File: src/common/exec_pkg.sv
package exec_pkg;
    localparam int PC_W = 21;
    localparam int ADDR_W = 12;
    localparam int APB_AW = 12;

    // Opcode prefixes
    localparam logic [7:0] BRANCH_ON_ZERO_OP = 8'hE0;
    localparam logic [6:0] CALL_FIRST_OP = 7'h76;
    localparam logic [3:0] CALL_SECOND_OP = 4'hF;
    localparam logic [6:0] CLEAR_FILE_OP = 7'h35;

    // Program counter steps in bytes
    localparam logic [PC_W-1:0] PC_STEP = 21'h000002;
    localparam logic [PC_W-1:0] CALL_RETURN_STEP = 21'h000004;

    // Data memory addressing
    localparam logic [7:0] INDEXED_MAX = 8'h5F;
    localparam logic [7:0] ACCESS_LOW_MAX = 8'h5F;
    localparam logic [3:0] ACCESS_LOW_BANK = 4'h0;
    localparam logic [3:0] ACCESS_HIGH_BANK = 4'hF;
    localparam logic [7:0] CLEAR_VALUE = 8'h00;

    // Quarter phase divider: clocks per quarter minus one
    localparam int QDIV_W = 2;
    localparam logic [QDIV_W-1:0] QDIV_LAST = 2'h1;

    // Register map, byte addresses
    localparam logic [APB_AW-1:0] CTRL_OFFSET = 12'h000;
    localparam logic [APB_AW-1:0] STATUS_OFFSET = 12'h004;
    localparam logic [APB_AW-1:0] PC_OFFSET = 12'h008;
    localparam logic [APB_AW-1:0] SHADOW_OFFSET = 12'h00C;

    // Field positions
    localparam int CTRL_EXT_BIT = 0;
    localparam int STAT_EXT_BIT = 0;
    localparam int STAT_ERR_BIT = 1;
    localparam int STAT_ZFWD_BIT = 2;
    localparam int STAT_NOP_BIT = 3;

    typedef enum logic [1:0] {Q1, Q2, Q3, Q4} quarter_t;
    typedef enum logic {ST_RUN, ST_NOP} exec_state_t;
endpackage : exec_pkg

File: src/common/phase_if.sv
interface phase_if;
    import exec_pkg::*;
    logic tick;
    quarter_t q;
    modport src (output tick, output q);
    modport dst (input tick, input q);
endinterface : phase_if

File: src/verilog/quarter_clock.sv
module quarter_clock
    import exec_pkg::*;
(
    input wire logic clock,
    input wire logic srst,
    phase_if.src ph
);
    typedef struct packed {
        logic [QDIV_W-1:0] cnt;
        quarter_t q;
        logic tick;
    } qstate_t;

    // Starts in the last quarter so the first enable is a first quarter
    localparam qstate_t QS_RESET = '{cnt: '0, q: Q4, tick: 1'b0};

    qstate_t s_reg;
    qstate_t s_next;

    always_comb begin
        s_next = s_reg;
        s_next.tick = 1'b0;
        if (s_reg.cnt == QDIV_LAST) begin
            s_next.cnt = '0;
            s_next.tick = 1'b1;
            s_next.q = quarter_t'(s_reg.q + 2'h1);
        end else begin
            s_next.cnt = s_reg.cnt + {{(QDIV_W-1){1'b0}}, 1'b1};
        end
    end

    always_ff @(posedge clock) begin
        if (srst) begin
            s_reg <= QS_RESET;
        end else begin
            s_reg <= s_next;
        end
    end

    assign ph.tick = s_reg.tick;
    assign ph.q = s_reg.q;
endmodule : quarter_clock

File: src/verilog/file_address.sv
module file_address
    import exec_pkg::*;
(
    input wire logic bank_bit,
    input wire logic [7:0] file_sel,
    input wire logic [3:0] bank_select_register,
    input wire logic ext_enable,
    input wire logic [ADDR_W-1:0] index_base,
    output logic [ADDR_W-1:0] addr,
    output logic indexed
);
    always_comb begin
        indexed = 1'b0;
        if (bank_bit) begin
            addr = {bank_select_register, file_sel};
        end else if (ext_enable && file_sel <= INDEXED_MAX) begin
            indexed = 1'b1;
            addr = index_base + {4'h0, file_sel};
        end else if (file_sel <= ACCESS_LOW_MAX) begin
            addr = {ACCESS_LOW_BANK, file_sel};
        end else begin
            addr = {ACCESS_HIGH_BANK, file_sel};
        end
    end
endmodule : file_address

File: src/verilog/branch_call_clear_exec.sv
module branch_call_clear_exec
    import exec_pkg::*;
(
    input wire logic clock,
    input wire logic srst,
    input wire logic psel,
    input wire logic penable,
    input wire logic pwrite,
    input wire logic [APB_AW-1:0] paddr,
    input wire logic [31:0] pwdata,
    output logic [31:0] prdata,
    output logic pready,
    output logic pslverr,
    input wire logic instr_valid,
    input wire logic [15:0] instr_word,
    input wire logic [15:0] instr_next,
    output logic instr_taken,
    input wire logic zero_flag_in,
    input wire logic [7:0] working_in,
    input wire logic [7:0] status_in,
    input wire logic [3:0] bank_select_register,
    input wire logic [ADDR_W-1:0] index_base,
    output logic [PC_W-1:0] pc,
    output logic pc_load,
    output logic push_valid,
    output logic [PC_W-1:0] top_of_return_stack,
    output logic shadow_save,
    output logic [7:0] working_shadow,
    output logic [7:0] status_shadow,
    output logic [3:0] bank_select_shadow,
    output logic mem_we,
    output logic [ADDR_W-1:0] mem_addr,
    output logic [7:0] mem_wdata,
    output logic mem_indexed,
    output logic zero_set
);
    typedef struct packed {
        exec_state_t st;
        logic have_op;
        logic [15:0] op;
        logic [15:0] op2;
        logic [PC_W-1:0] pc;
        logic ext_en;
        logic call_err;
        logic z_fwd;
        logic [7:0] ws;
        logic [7:0] ss;
        logic [3:0] bs;
        logic push_v;
        logic [PC_W-1:0] push_a;
        logic pc_ld;
        logic sh_v;
        logic we;
        logic [ADDR_W-1:0] wa;
        logic widx;
        logic z_set;
        logic [31:0] rdata;
    } exec_t;

    exec_t s_reg;
    exec_t s_next;

    phase_if ph ();

    quarter_clock u_quarter (
        .clock(clock),
        .srst(srst),
        .ph(ph.src)
    );

    logic [ADDR_W-1:0] clr_addr;
    logic clr_indexed;

    file_address u_addr (
        .bank_bit(s_reg.op[8]),
        .file_sel(s_reg.op[7:0]),
        .bank_select_register(bank_select_register),
        .ext_enable(s_reg.ext_en),
        .index_base(index_base),
        .addr(clr_addr),
        .indexed(clr_indexed)
    );

    // Decode of the held opcode
    logic is_branch;
    logic is_call;
    logic is_clear;
    logic call_word2_ok;
    logic zero_seen;
    logic [PC_W-1:0] pc_incr;
    logic [PC_W-1:0] branch_disp;
    logic [PC_W-1:0] call_target;

    assign is_branch = s_reg.have_op && s_reg.op[15:8] == BRANCH_ON_ZERO_OP;
    assign is_call = s_reg.have_op && s_reg.op[15:9] == CALL_FIRST_OP;
    assign is_clear = s_reg.have_op && s_reg.op[15:9] == CLEAR_FILE_OP;
    assign call_word2_ok = s_reg.op2[15:12] == CALL_SECOND_OP;
    // Own clear just committed sets Z before the core's flag catches up
    assign zero_seen = s_reg.z_fwd | zero_flag_in;
    assign pc_incr = s_reg.pc + PC_STEP;
    assign branch_disp = {{(PC_W-9){s_reg.op[7]}}, s_reg.op[7:0], 1'b0};
    assign call_target = {s_reg.op2[11:0], s_reg.op[7:0], 1'b0};

    // APB decode
    logic apb_setup;
    logic apb_access;
    logic addr_hit;
    logic wr_ctrl;
    logic wr_status;
    logic wr_pc;

    assign apb_setup = psel && !penable;
    assign apb_access = psel && penable;
    assign addr_hit = paddr == CTRL_OFFSET || paddr == STATUS_OFFSET
        || paddr == PC_OFFSET || paddr == SHADOW_OFFSET;
    assign wr_ctrl = apb_access && pwrite && paddr == CTRL_OFFSET;
    assign wr_status = apb_access && pwrite && paddr == STATUS_OFFSET;
    assign wr_pc = apb_access && pwrite && paddr == PC_OFFSET;

    logic err_event;
    logic q1_tick;
    logic q3_tick;
    logic q4_tick;

    assign q1_tick = ph.tick && ph.q == Q1;
    assign q3_tick = ph.tick && ph.q == Q3;
    assign q4_tick = ph.tick && ph.q == Q4;
    assign err_event = q4_tick && is_call && !call_word2_ok;

    always_comb begin
        s_next = s_reg;
        s_next.push_v = 1'b0;
        s_next.pc_ld = 1'b0;
        s_next.sh_v = 1'b0;
        s_next.we = 1'b0;
        s_next.z_set = 1'b0;

        // Software side: control, sticky error clear, PC preset
        if (wr_ctrl) begin
            s_next.ext_en = pwdata[CTRL_EXT_BIT];
        end
        if (wr_status && pwdata[STAT_ERR_BIT]) begin
            s_next.call_err = 1'b0;
        end
        if (wr_pc) begin
            s_next.pc = pwdata[PC_W-1:0];
        end
        // Set wins over a clear in the same cycle
        if (err_event) begin
            s_next.call_err = 1'b1;
        end

        // Read data captured in setup, held through the access phase
        if (apb_setup) begin
            case (paddr)
                CTRL_OFFSET: begin
                    s_next.rdata = '0;
                    s_next.rdata[CTRL_EXT_BIT] = s_reg.ext_en;
                end
                STATUS_OFFSET: begin
                    s_next.rdata = '0;
                    s_next.rdata[STAT_EXT_BIT] = s_reg.ext_en;
                    s_next.rdata[STAT_ERR_BIT] = s_reg.call_err;
                    s_next.rdata[STAT_ZFWD_BIT] = s_reg.z_fwd;
                    s_next.rdata[STAT_NOP_BIT] = s_reg.st == ST_NOP;
                end
                PC_OFFSET: begin
                    s_next.rdata = {{(32-PC_W){1'b0}}, s_reg.pc};
                end
                SHADOW_OFFSET: begin
                    s_next.rdata = {12'h000, s_reg.bs, s_reg.ss, s_reg.ws};
                end
                default: begin
                    s_next.rdata = '0;
                end
            endcase
        end

        // Q1: decode, take the next word unless in a nop cycle
        if (q1_tick) begin
            s_next.have_op = 1'b0;
            if (s_reg.st == ST_RUN && instr_valid) begin
                s_next.have_op = 1'b1;
                s_next.op = instr_word;
                s_next.op2 = instr_next;
            end
        end

        // Q3: push return address and shadow copy
        if (q3_tick && is_call) begin
            s_next.push_v = 1'b1;
            s_next.push_a = s_reg.pc + CALL_RETURN_STEP;
            if (s_reg.op[8]) begin
                s_next.sh_v = 1'b1;
                s_next.ws = working_in;
                s_next.ss = status_in;
                s_next.bs = bank_select_register;
            end
        end

        // Q4: write PC or memory; nop cycle ends here
        if (q4_tick) begin
            if (s_reg.st == ST_NOP) begin
                s_next.st = ST_RUN;
            end else if (s_reg.have_op) begin
                s_next.z_fwd = 1'b0;
                s_next.pc_ld = 1'b1;
                s_next.pc = pc_incr;
                if (is_branch && zero_seen) begin
                    s_next.pc = pc_incr + branch_disp;
                    s_next.st = ST_NOP;
                end else if (is_call && call_word2_ok) begin
                    s_next.pc = call_target;
                    s_next.st = ST_NOP;
                end else if (is_clear) begin
                    s_next.we = 1'b1;
                    s_next.wa = clr_addr;
                    s_next.widx = clr_indexed;
                    s_next.z_set = 1'b1;
                    s_next.z_fwd = 1'b1;
                end
            end
        end
    end

    always_ff @(posedge clock) begin
        if (srst) begin
            s_reg <= '0;
        end else begin
            s_reg <= s_next;
        end
    end

    // Zero wait state: every access completes in its first access cycle
    assign pready = 1'b1;
    assign pslverr = apb_access && !addr_hit;
    assign prdata = s_reg.rdata;

    assign instr_taken = q1_tick && s_reg.st == ST_RUN && instr_valid;
    assign pc = s_reg.pc;
    assign pc_load = s_reg.pc_ld;
    assign push_valid = s_reg.push_v;
    assign top_of_return_stack = s_reg.push_a;
    assign shadow_save = s_reg.sh_v;
    assign working_shadow = s_reg.ws;
    assign status_shadow = s_reg.ss;
    assign bank_select_shadow = s_reg.bs;
    assign mem_we = s_reg.we;
    assign mem_addr = s_reg.wa;
    assign mem_wdata = CLEAR_VALUE;
    assign mem_indexed = s_reg.widx;
    assign zero_set = s_reg.z_set;
endmodule : branch_call_clear_exec

File: config.mk
export PLATFORM = sky130hd
export DESIGN_NAME = branch_call_clear_exec
export DESIGN_NICKNAME = d
export VERILOG_FILES = /design/src/common/exec_pkg.sv /design/src/common/phase_if.sv /design/src/verilog/quarter_clock.sv /design/src/verilog/file_address.sv /design/src/verilog/branch_call_clear_exec.sv
export SDC_FILE = /design/constraint.sdc
export NUM_CORES = 1
export LEC_CHECK = 0
export BUFFER_PORTS_ARGS = -buffer_cell sky130_fd_sc_hd__buf_2
export CAP_MARGIN = 10
export CORE_MARGIN = 2
export CORE_UTILIZATION = 45
export CTS_CLUSTER_SIZE = 14
export DETAILED_ROUTE_END_ITERATION = 7
export PLACE_DENSITY = 0.78
export SYNTH_ARGS = -nofsm -noshare
export SYNTH_HDL_FRONTEND = slang
export SYNTH_SLANG_ARGS = --single-unit
export TNS_END_PERCENT = 100
File: constraint.sdc
create_clock -name clock -period 4.9 [get_ports clock]
set_clock_uncertainty 0.2 [all_clocks]
set_input_delay 0.245 -clock clock [delete_from_list [all_inputs] [get_ports clock]]
set_output_delay 0.245 -clock clock [all_outputs]
set_load 0.005 [all_outputs]
---- Yosys cells after proc, flatten, opt, wreduce, memory -nomap -nowiden ----
Index checks and enable logic that the tools add are counted.
cells by class
  order comparisons ....................... 1
  equality and inequality tests ........... 10
  bitwise operators ....................... 7
  reductions and logical operators ........ 40
  add/subtract/negate cells ............... 6
  muxes and demuxes ....................... 27
operator list
  operator                                                                count
  21-bit 2-to-1 mux                                                       6
  21-bit case mux with 4 select lines                                     1
  12-bit 2-to-1 mux                                                       3
  33-bit 2-to-1 mux                                                       1
  12-bit by 4-bit == test with 1-bit output (second input constant)       2
  1-bit logical AND                                                       23
  22-bit 2-to-1 mux                                                       1
  21-bit by 2-bit adder with 21-bit output (second input constant)        1
  21-bit adder                                                            1
  21-bit by 3-bit adder with 21-bit output (second input constant)        1
  15-bit 2-to-1 mux                                                       1
  1-bit 2-to-1 mux                                                        14
  12-bit by 8-bit adder with 12-bit output                                1
  12-bit by 3-bit == test with 1-bit output (second input constant)       1
  12-bit zero test                                                        1
  8-bit == test (second input constant)                                   1
  8-bit by 7-bit <= comparator with 1-bit output (second input constant)  1
  7-bit by 6-bit == test with 1-bit output (second input constant)        1
  7-bit == test (second input constant)                                   1
  1-bit inverter                                                          6
  6-bit AND reduction                                                     1
  6-bit OR reduction                                                      1
  2-bit by 1-bit adder with 2-bit output (second input constant)          2
  2-bit == test (second input constant)                                   2
  other kinds (11)                                                        17
storage, ports and cells
  output and inout port bits .............. 123
  flip-flop bits (word level) ............. 154
  word-level logic and storage cells ...... 114
  input bits .............................. 115

---- Depth between registers and ports, before layout ----
Gate-level depths: netlist (run 1).
  depth in word-level cells ............... 8
  depth in mapped cells ................... 14
  gate-level depth less buffers ........... 13

---- Hierarchy ----
A second synthesis (run 1) with hierarchy kept.
second synthesis, totals
  cells, all modules ...................... 1106
  area, all modules ....................... 8908.5 µm²
by module, submodules not included
  module                  sequential area each (µm²)  cells an instance  instances  area each (µm²)
  branch_call_clear_exec  2742.6                      996                1          8072.7
  file_address            0.0                         92                 1          638.1
  quarter_clock           100.1                       18                 1          197.7

---- Worst setup path before layout (run 1) ----
OpenSTA, ideal clock, no wires.
  path type ............................... flip-flop to flip-flop
  start ................................... register s_reg (netlist bit pc[1])
  end ..................................... register s_reg (netlist bit pc[18])
  data required time ...................... 4638 ps
  arrival ................................. 3166 ps
  stages on the path, launching flop included .. 13
  buffers on the path ..................... 0
  path slack .............................. 1472 ps
  cells stage by stage .................... dfxtp_1 ha_1 nand3_1 or3_1 xnor2_1 ha_1 and3_1 and4_1 o21ai_1 and2_1 o311a_1 or4b_1 nand3_1
on the way
  word-level cells in the longest chain between the ends .. 6
  elaborated cells on any way between the ends .. 7
ends and longest elaborated chain
  what                                               RTL line                                                      RTL
  start, declared                                    branch_call_clear_exec.sv:60                                  exec_t s_reg;
  start signal, assigned                             branch_call_clear_exec.sv:230                                 s_reg <= s_next;
  21-bit by 2-bit adder with 21-bit output *         branch_call_clear_exec.sv:100                                 assign pc_incr = s_reg.pc + PC_STEP;
  21-bit adder or 21-bit 2-to-1 mux (tied branches)  branch_call_clear_exec.sv:210, branch_call_clear_exec.sv:212
  21-bit 2-to-1 mux *                                branch_call_clear_exec.sv:209                                 if (is_branch && zero_seen) begin
  21-bit 2-to-1 mux *                                branch_call_clear_exec.sv:205                                 end else if (s_reg.have_op) begin
  21-bit 2-to-1 mux *                                branch_call_clear_exec.sv:203                                 if (s_reg.st == ST_NOP) begin
  21-bit 2-to-1 mux *                                branch_call_clear_exec.sv:202                                 if (q4_tick) begin
Every way passes the cells marked *; elsewhere a longest branch is shown, timed or not.
A chain may end at the register's enable or synchronous reset.

---- Worst setup path in the final report (run 1) ----
  start ................................... register s_reg (netlist bit pc[2])
  end ..................................... register s_reg (netlist bit pc[17])
The elaborated chain is that of the path after synthesis.

==> metrics.txt, run 1 <==
run status=complete, no violations; Final Critical Period=a little under 4000 ps; Lkg Pwr=4.43 nW; number of global-route vias before repair=7631; dpl cells=roughly 1.4k; layout cell share with drive strength beyond 1=20.6%; Worst Setup SP=pc[2]; TritonCTS Buffers=17; synthesized netlist cell count=1101; GRT Total Usage=24.7%; GPL Wtd Cong=between 0.9 and 1; WL final=26200 um; worst hold start=pwdata[4]; crit path capture=pc[17]; CTS max path bufs=2; router iterations before antenna repair=5; Hold Crit Class=input port to flop; Clock Sinks=142; nets=1389; WL/cell=~17 um; clk_lat worst skew=420 ps; Root Driver=clkbuf_16; IO Count=238; WP data required=~5000 ps; # diodes=0; Clk pin slew, worst setup/hold paths=~60 ps; Core Region=0.0193 mm^2; ys flop type=dfxtp_1; crit path max fanout=7; max cap viols=0; Final Setup Violations=0; Area growth, synth to finish=17.7%; antenna violations before repair=1; Final ANT Viol Nets=0; CP startpoint kind=flop; worst r2r path cells=12; initial drt markers=roughly 640; htree depth=4; vias per cell=5.52; crit end category=flop; worst reg2reg path startpoint=pc[2]; Finished Layout Cells=1512; Distinct cells, synth=65; std cell rows=about 50; largest net degree at the start of global routing=52; Layout Cell Area excl Fill=0.0103 mm^2; Seq/Total Area, Yosys=32.3%; Final HPWL DP=18800 um; Worst Setup Slack post-DPL=1120 ps; Vias=~8.4k; Setup WS post-layout=959 ps; Post-Place Cell Area=0.00920 mm^2; PortBufs=206; first-pass GRT wire length=39600 um; Final period util=between 80% and 90%; WS Path Type=flop to flop; Hold Fails Final Rpt=0; Initial Util=45.5%; pwr/cell area=between 200 and 250 mW/mm^2; GRT overflow=0; Worst IR Drop VDD=179 uV; TritonCTS clock tree=built; RSZ-0062 raised after global routing=no; Die H=144 um; Worst EP arrival=4070 ps; Die Area=approximately 0.021 mm^2; R2R setup slack=between 900 and 1000 ps; Mapped Avg Cell Area=between 7 and 8 um^2; register bit total from synthesis=142; Warnings, synthesis=0; FMAX=between 200 and 300 MHz; Relative slew margins=19.6%; actual slew at the worst max-slew pin=between 1000 and 1500 ps; Die Span X=144 um; post-route setup TNS=0 ps; reg2reg end=pc[17]; DRC=0; EDFF count, synth=0; ys async rst share=0%; Mapped Area=about 0.009 mm^2; number of setup buffers added after CTS=0; Final Max Slew Viols=0
==> repair_timing <==
action / CTS / global route
resized for setup: 0 / 0
hold buffers: 58 / 0
endpoints found under the hold margin: 61 / 0
==> per-stage QoR <==
step                      hold slack, ps  utilization [%]  power (mW)
after global routing                31.7             53.5        2.67
after floorplan                      181                -        1.26
after detailed placement             233             47.6        1.32
after global placement               213             47.6        1.31
final                               5.10             53.5        2.58
after CTS                           1.58             53.5        2.59
==> cells in the mapped netlist (13+ instances only) <==
cell type | count | area (um^2)
a211oi_1 | 30 | 225
buf_4 | 118 | 886
nand3_1 | 24 | 120
clkbuf_1 | 56 | 210
nor2_1 | 102 | 383
a221oi_1 | 18 | 158
inv_1 | 15 | 56.3
a22oi_1 | 18 | 135
o21ai_1 | 16 | 80.1
o21ai_0 | 13 | 65.1
xnor2_1 | 28 | 245
xor2_1 | 29 | 254
ha_1 | 37 | 463
mux2i_1 | 29 | 290
mux2_1 | 16 | 180
nor3_1 | 24 | 120
a21o_1 | 14 | 105
a21oi_1 | 96 | 480
nand2_1 | 155 | 582
dfxtp_1 | 142 | 2840
==> routing by layer <==
layer	vias up	track usage, %	wire (um)
met2	371	40.1	12400
li1	3994	-	-
met1	3913	31.7	10900
met4	2	11.7	1040
met5	-	0	11
met3	72	4.50	1870
==> cell families (layout without fill, tap and decap cells) <==
kind of cell             after synthesis  in the layout  synth area share [%]
AO/OA/AOI/OAI                        250            250                  18.3
XOR/XNOR                              57             57                  5.68
adder cells (fa/ha/maj)               39             39                  5.72
buffers and inverters                197            325                  13.5
flip-flops                           142            142                  32.3
multiplexers                          45             45                  5.35
other                                  2             20                0.0855
AND/OR/NAND/NOR                      369            369                  19.0
==> layout by cell type (no fill, tap or decap), types with 4 or more instances in the layout <==
cell type,instances
buf_2,205
nand2_1,155
dfxtp_1,142
nor2_1,102
a21oi_1,96
dlygate4sd3_1,58
ha_1,37
a211oi_1,30
xor2_1,29
mux2i_1,29
xnor2_1,28
nand3_1,24
nor3_1,23
conb_1,20
a221oi_1,18
a22oi_1,18
clkbuf_16,17
o21ai_1,16
mux2_1,16
inv_1,15
a21o_1,14
o21ai_0,13
buf_4,13
nor2b_1,10
nand4_1,8
and3_1,7
a31oi_1,7
or3_1,6
o22ai_1,5
nor4_1,4
nand2b_1,4
o211ai_1,4
a221o_1,4
and2_1,4
nand3b_1,4
a311oi_1,4
==> critical path, stage by stage (launching register included) <==
cell and delay, ps:
dfxtp_1 460, ha_1 240, nand3_1 180, or3_1 490
xnor2_1 180, ha_1 440, nand2_1 120, a2111oi_0 510
a21boi_1 220, a31oi_1 320, nor3_1 70, nand3b_1 150
a221oi_1 250
==> final cells by class <==
cell class	count	area [um^2]
clock buffers	20	457
fillers	1817	8990
repair buffers	276	1700
multi-input cells	780	4830
well taps	265	332
flip-flops and latches	142	2840
inverters	18	67.6
clock inverters	11	109
==> worst min-delay path by stage <==
stage                         endpoint  slack, ps  depth (start not counted)
finish                           pc[4]          5                          3
global route                     pc[8]         30                          3
CTS                             pc[15]          2                          3
detailed placement  u_quarter.s_reg[3]        230                          1
global placement    u_quarter.s_reg[3]        210                          1
floorplan                   s_reg[143]        180                          2
==> where the power goes <==
group	total, mW	leakage [nW]	switching, mW	internal, mW
Clock	1.25	0.271	0.521	0.728
Combinational	0.164	3.02	0.0824	0.0821
Sequential	1.17	1.14	0.00543	1.16
Total	2.58	4.43	0.609	1.97
Note: power is estimated with default switching activity, not from simulation.
==> run 2: changes to the inputs <==
Settings changed: PLACE_DENSITY 0.78 to 0.81.
Clock period 4.9 ns to 3.5 ns, I/O delays scaled along.
==> metrics.txt, run 2 (synthesized netlist as in run 1, its figures left out) <==
run status=complete, no violations; reg2reg end=pc[18]; GRT Total Usage=25.8% (+1.1 points); Worst EP arrival=3550 ps (-520 ps); Root Driver=clkbuf_16; IO Count=238 (unchanged); Final period util=96.4% (+16 points); Die Area=0.0207 mm^2 (unchanged); number of global-route vias before repair=7970 (+4.4%); Post-Place Cell Area=0.00952 mm^2 (+3.5%); nets=1446 (+4.1%); Worst IR Drop VDD=358 uV (+100%); WL final=27500 um (+4.9%); Vias=8553 (+2.4%); most common cell after layout, fill and taps aside=buf_2; commonest non-fill, non-tap cells in the layout=205 x buf_2, 155 x nand2_1, 139 x dfxtp_1; first-pass GRT wire length=41400 um (+4.6%); Hold Fails Final Rpt=0 (unchanged); Initial Util=45.5% (unchanged); Final Critical Period=3370 ps (-569 ps); GPL Wtd Cong=0.947 (-0.43%); Area growth, synth to finish=23.7%; hold endpoint=pc[16]; TritonCTS Buffers=17 (unchanged); Final HPWL DP=19800 um (+5.7%); Finished Layout Cells=1571 (+3.9%); initial drt markers=669 (+5.0%); CTS max path bufs=2 (unchanged); worst hold start=pwdata[16]; layout cell share with drive strength beyond 1=24.1% (+3.5 points); TritonCTS clock tree=built; vias per cell=5.44 (-1.4%); Worst Setup Slack post-DPL=-38.0 ps (-1160 ps); Die H=144 um (unchanged); worst r2r path cells=12 (unchanged); Clock Sinks=142 (unchanged); pwr/cell area=341 mW/mm^2 (+37%); GRT overflow=0 (unchanged); max cap viols=0 (unchanged); crit path max fanout=4 (-3); htree depth=4 (unchanged); router iterations before antenna repair=5 (unchanged); Die Span X=144 um (unchanged); Final Max Slew Viols=0 (unchanged); CP startpoint kind=flop; WS Path Type=flop to flop; WL/cell=17.5 um (+0.93%); std cell rows=51 (unchanged); R2R setup slack=130 ps (-830 ps); FMAX=297 MHz (+17%); antenna violations before repair=1 (unchanged); Final Setup Violations=0 (unchanged); Layout Cell Area excl Fill=0.0109 mm^2 (+5.1%); WP data required=3670 ps (-1350 ps); Hold Crit Class=input port to flop; worst reg2reg path startpoint=pc[2]; dpl cells=1466 (+3.0%); Final ANT Viol Nets=0 (unchanged); actual slew at the worst max-slew pin=1160 ps (-44.1 ps); Setup WS post-layout=128 ps (-831 ps); clk_lat worst skew=430 ps (about the same); PortBufs=206 (unchanged); Hold Crit Depth=4 (+1); Clk pin slew, worst setup/hold paths=60 ps (about the same); Core Region=0.0193 mm^2 (unchanged); Lkg Pwr=4.77 nW (+7.5%); DRC=0 (unchanged); crit end category=flop; largest net degree at the start of global routing=59 (+13%); Relative slew margins=22.7% (+3.1 points)
## run 2: cell count changes in the layout (fill, tap and decap cells not counted), moves of 3 or more
cell	previous run	this run
dlygate4sd3_1	58	67
dfxtp_1	142	139
dfxtp_2	0	3
buf_4	13	61
## run 2: critical path, cell delays in order, from the launching register on
cell	delay (ps)
dfxtp_2	350
ha_1	200
nand3_2	120
or3_4	390
xnor2_1	160
ha_1	350
and3_1	180
and4_1	180
o21ai_1	70
and2_1	180
o311a_1	360
or4b_1	480
nand3_1	90
## run 2: metal layers
layer	track usage, %	vias to the layer above	wire length [um]
met5	0	-	0
met4	10.5	0	1030
met3	4.97	71	1740
met2	43.8	360	13200
met1	32.1	4015	11500
li1	-	4107	-
## run 2: through the flow
| stage | utilization (%) | setup TNS [ps] | hold slack [ps] | power (mW) |
|---|---|---|---|---|
| 2_1_floorplan | - | 0 | 111 | 1.77 |
| 3_3_place_gp | 49.2 | 0 | 214 | 1.84 |
| 3_5_place_dp | 49.2 | -38.0 | 223 | 1.84 |
| 4_1_cts | 55.8 | 0 | 6.32 | 3.72 |
| 5_1_grt | 56.2 | -54.2 | 31.3 | 3.81 |
| 6_report | 56.2 | 0 | 15.3 | 3.71 |
## run 2: power breakdown
group,switching [mW],internal [mW],leakage [nW]
clock,0.744,1.10,0.286
sequential,0.00788,1.63,1.15
combinational,0.117,0.121,3.33
## run 2: layout make-up
class	count	area (um^2)
antenna	1	2.50
timing repair buffer	333	2150
tap	265	332
sequential	142	2850
clock buffer	21	460
inverter	18	67.6
clock inverter	11	131
fill	1755	8460
multi-input combinational	780	4880
## run 2: how the worst max path moves through the flow
stage | start | endpoint | slack, ps
final | pc[2] | pc[18] | 130
after global routing | pc[3] | pc[19] | -30
after CTS | pc[2] | pc[18] | 3
after detailed placement | pc[2] | pc[18] | -40
after global placement | pc[2] | pc[18] | 5
after floorplan | pc[1] | pc[18] | 70
## run 2: repair_timing
item / CTS / global route
endpoints found under the setup margin: 1 / 7
setup buffers: 0 / 5
hold buffers: 67 / 0
pin swaps: 0 / 8
endpoints found under the hold margin: 69 / 0
gates resized for setup: 1 / 10
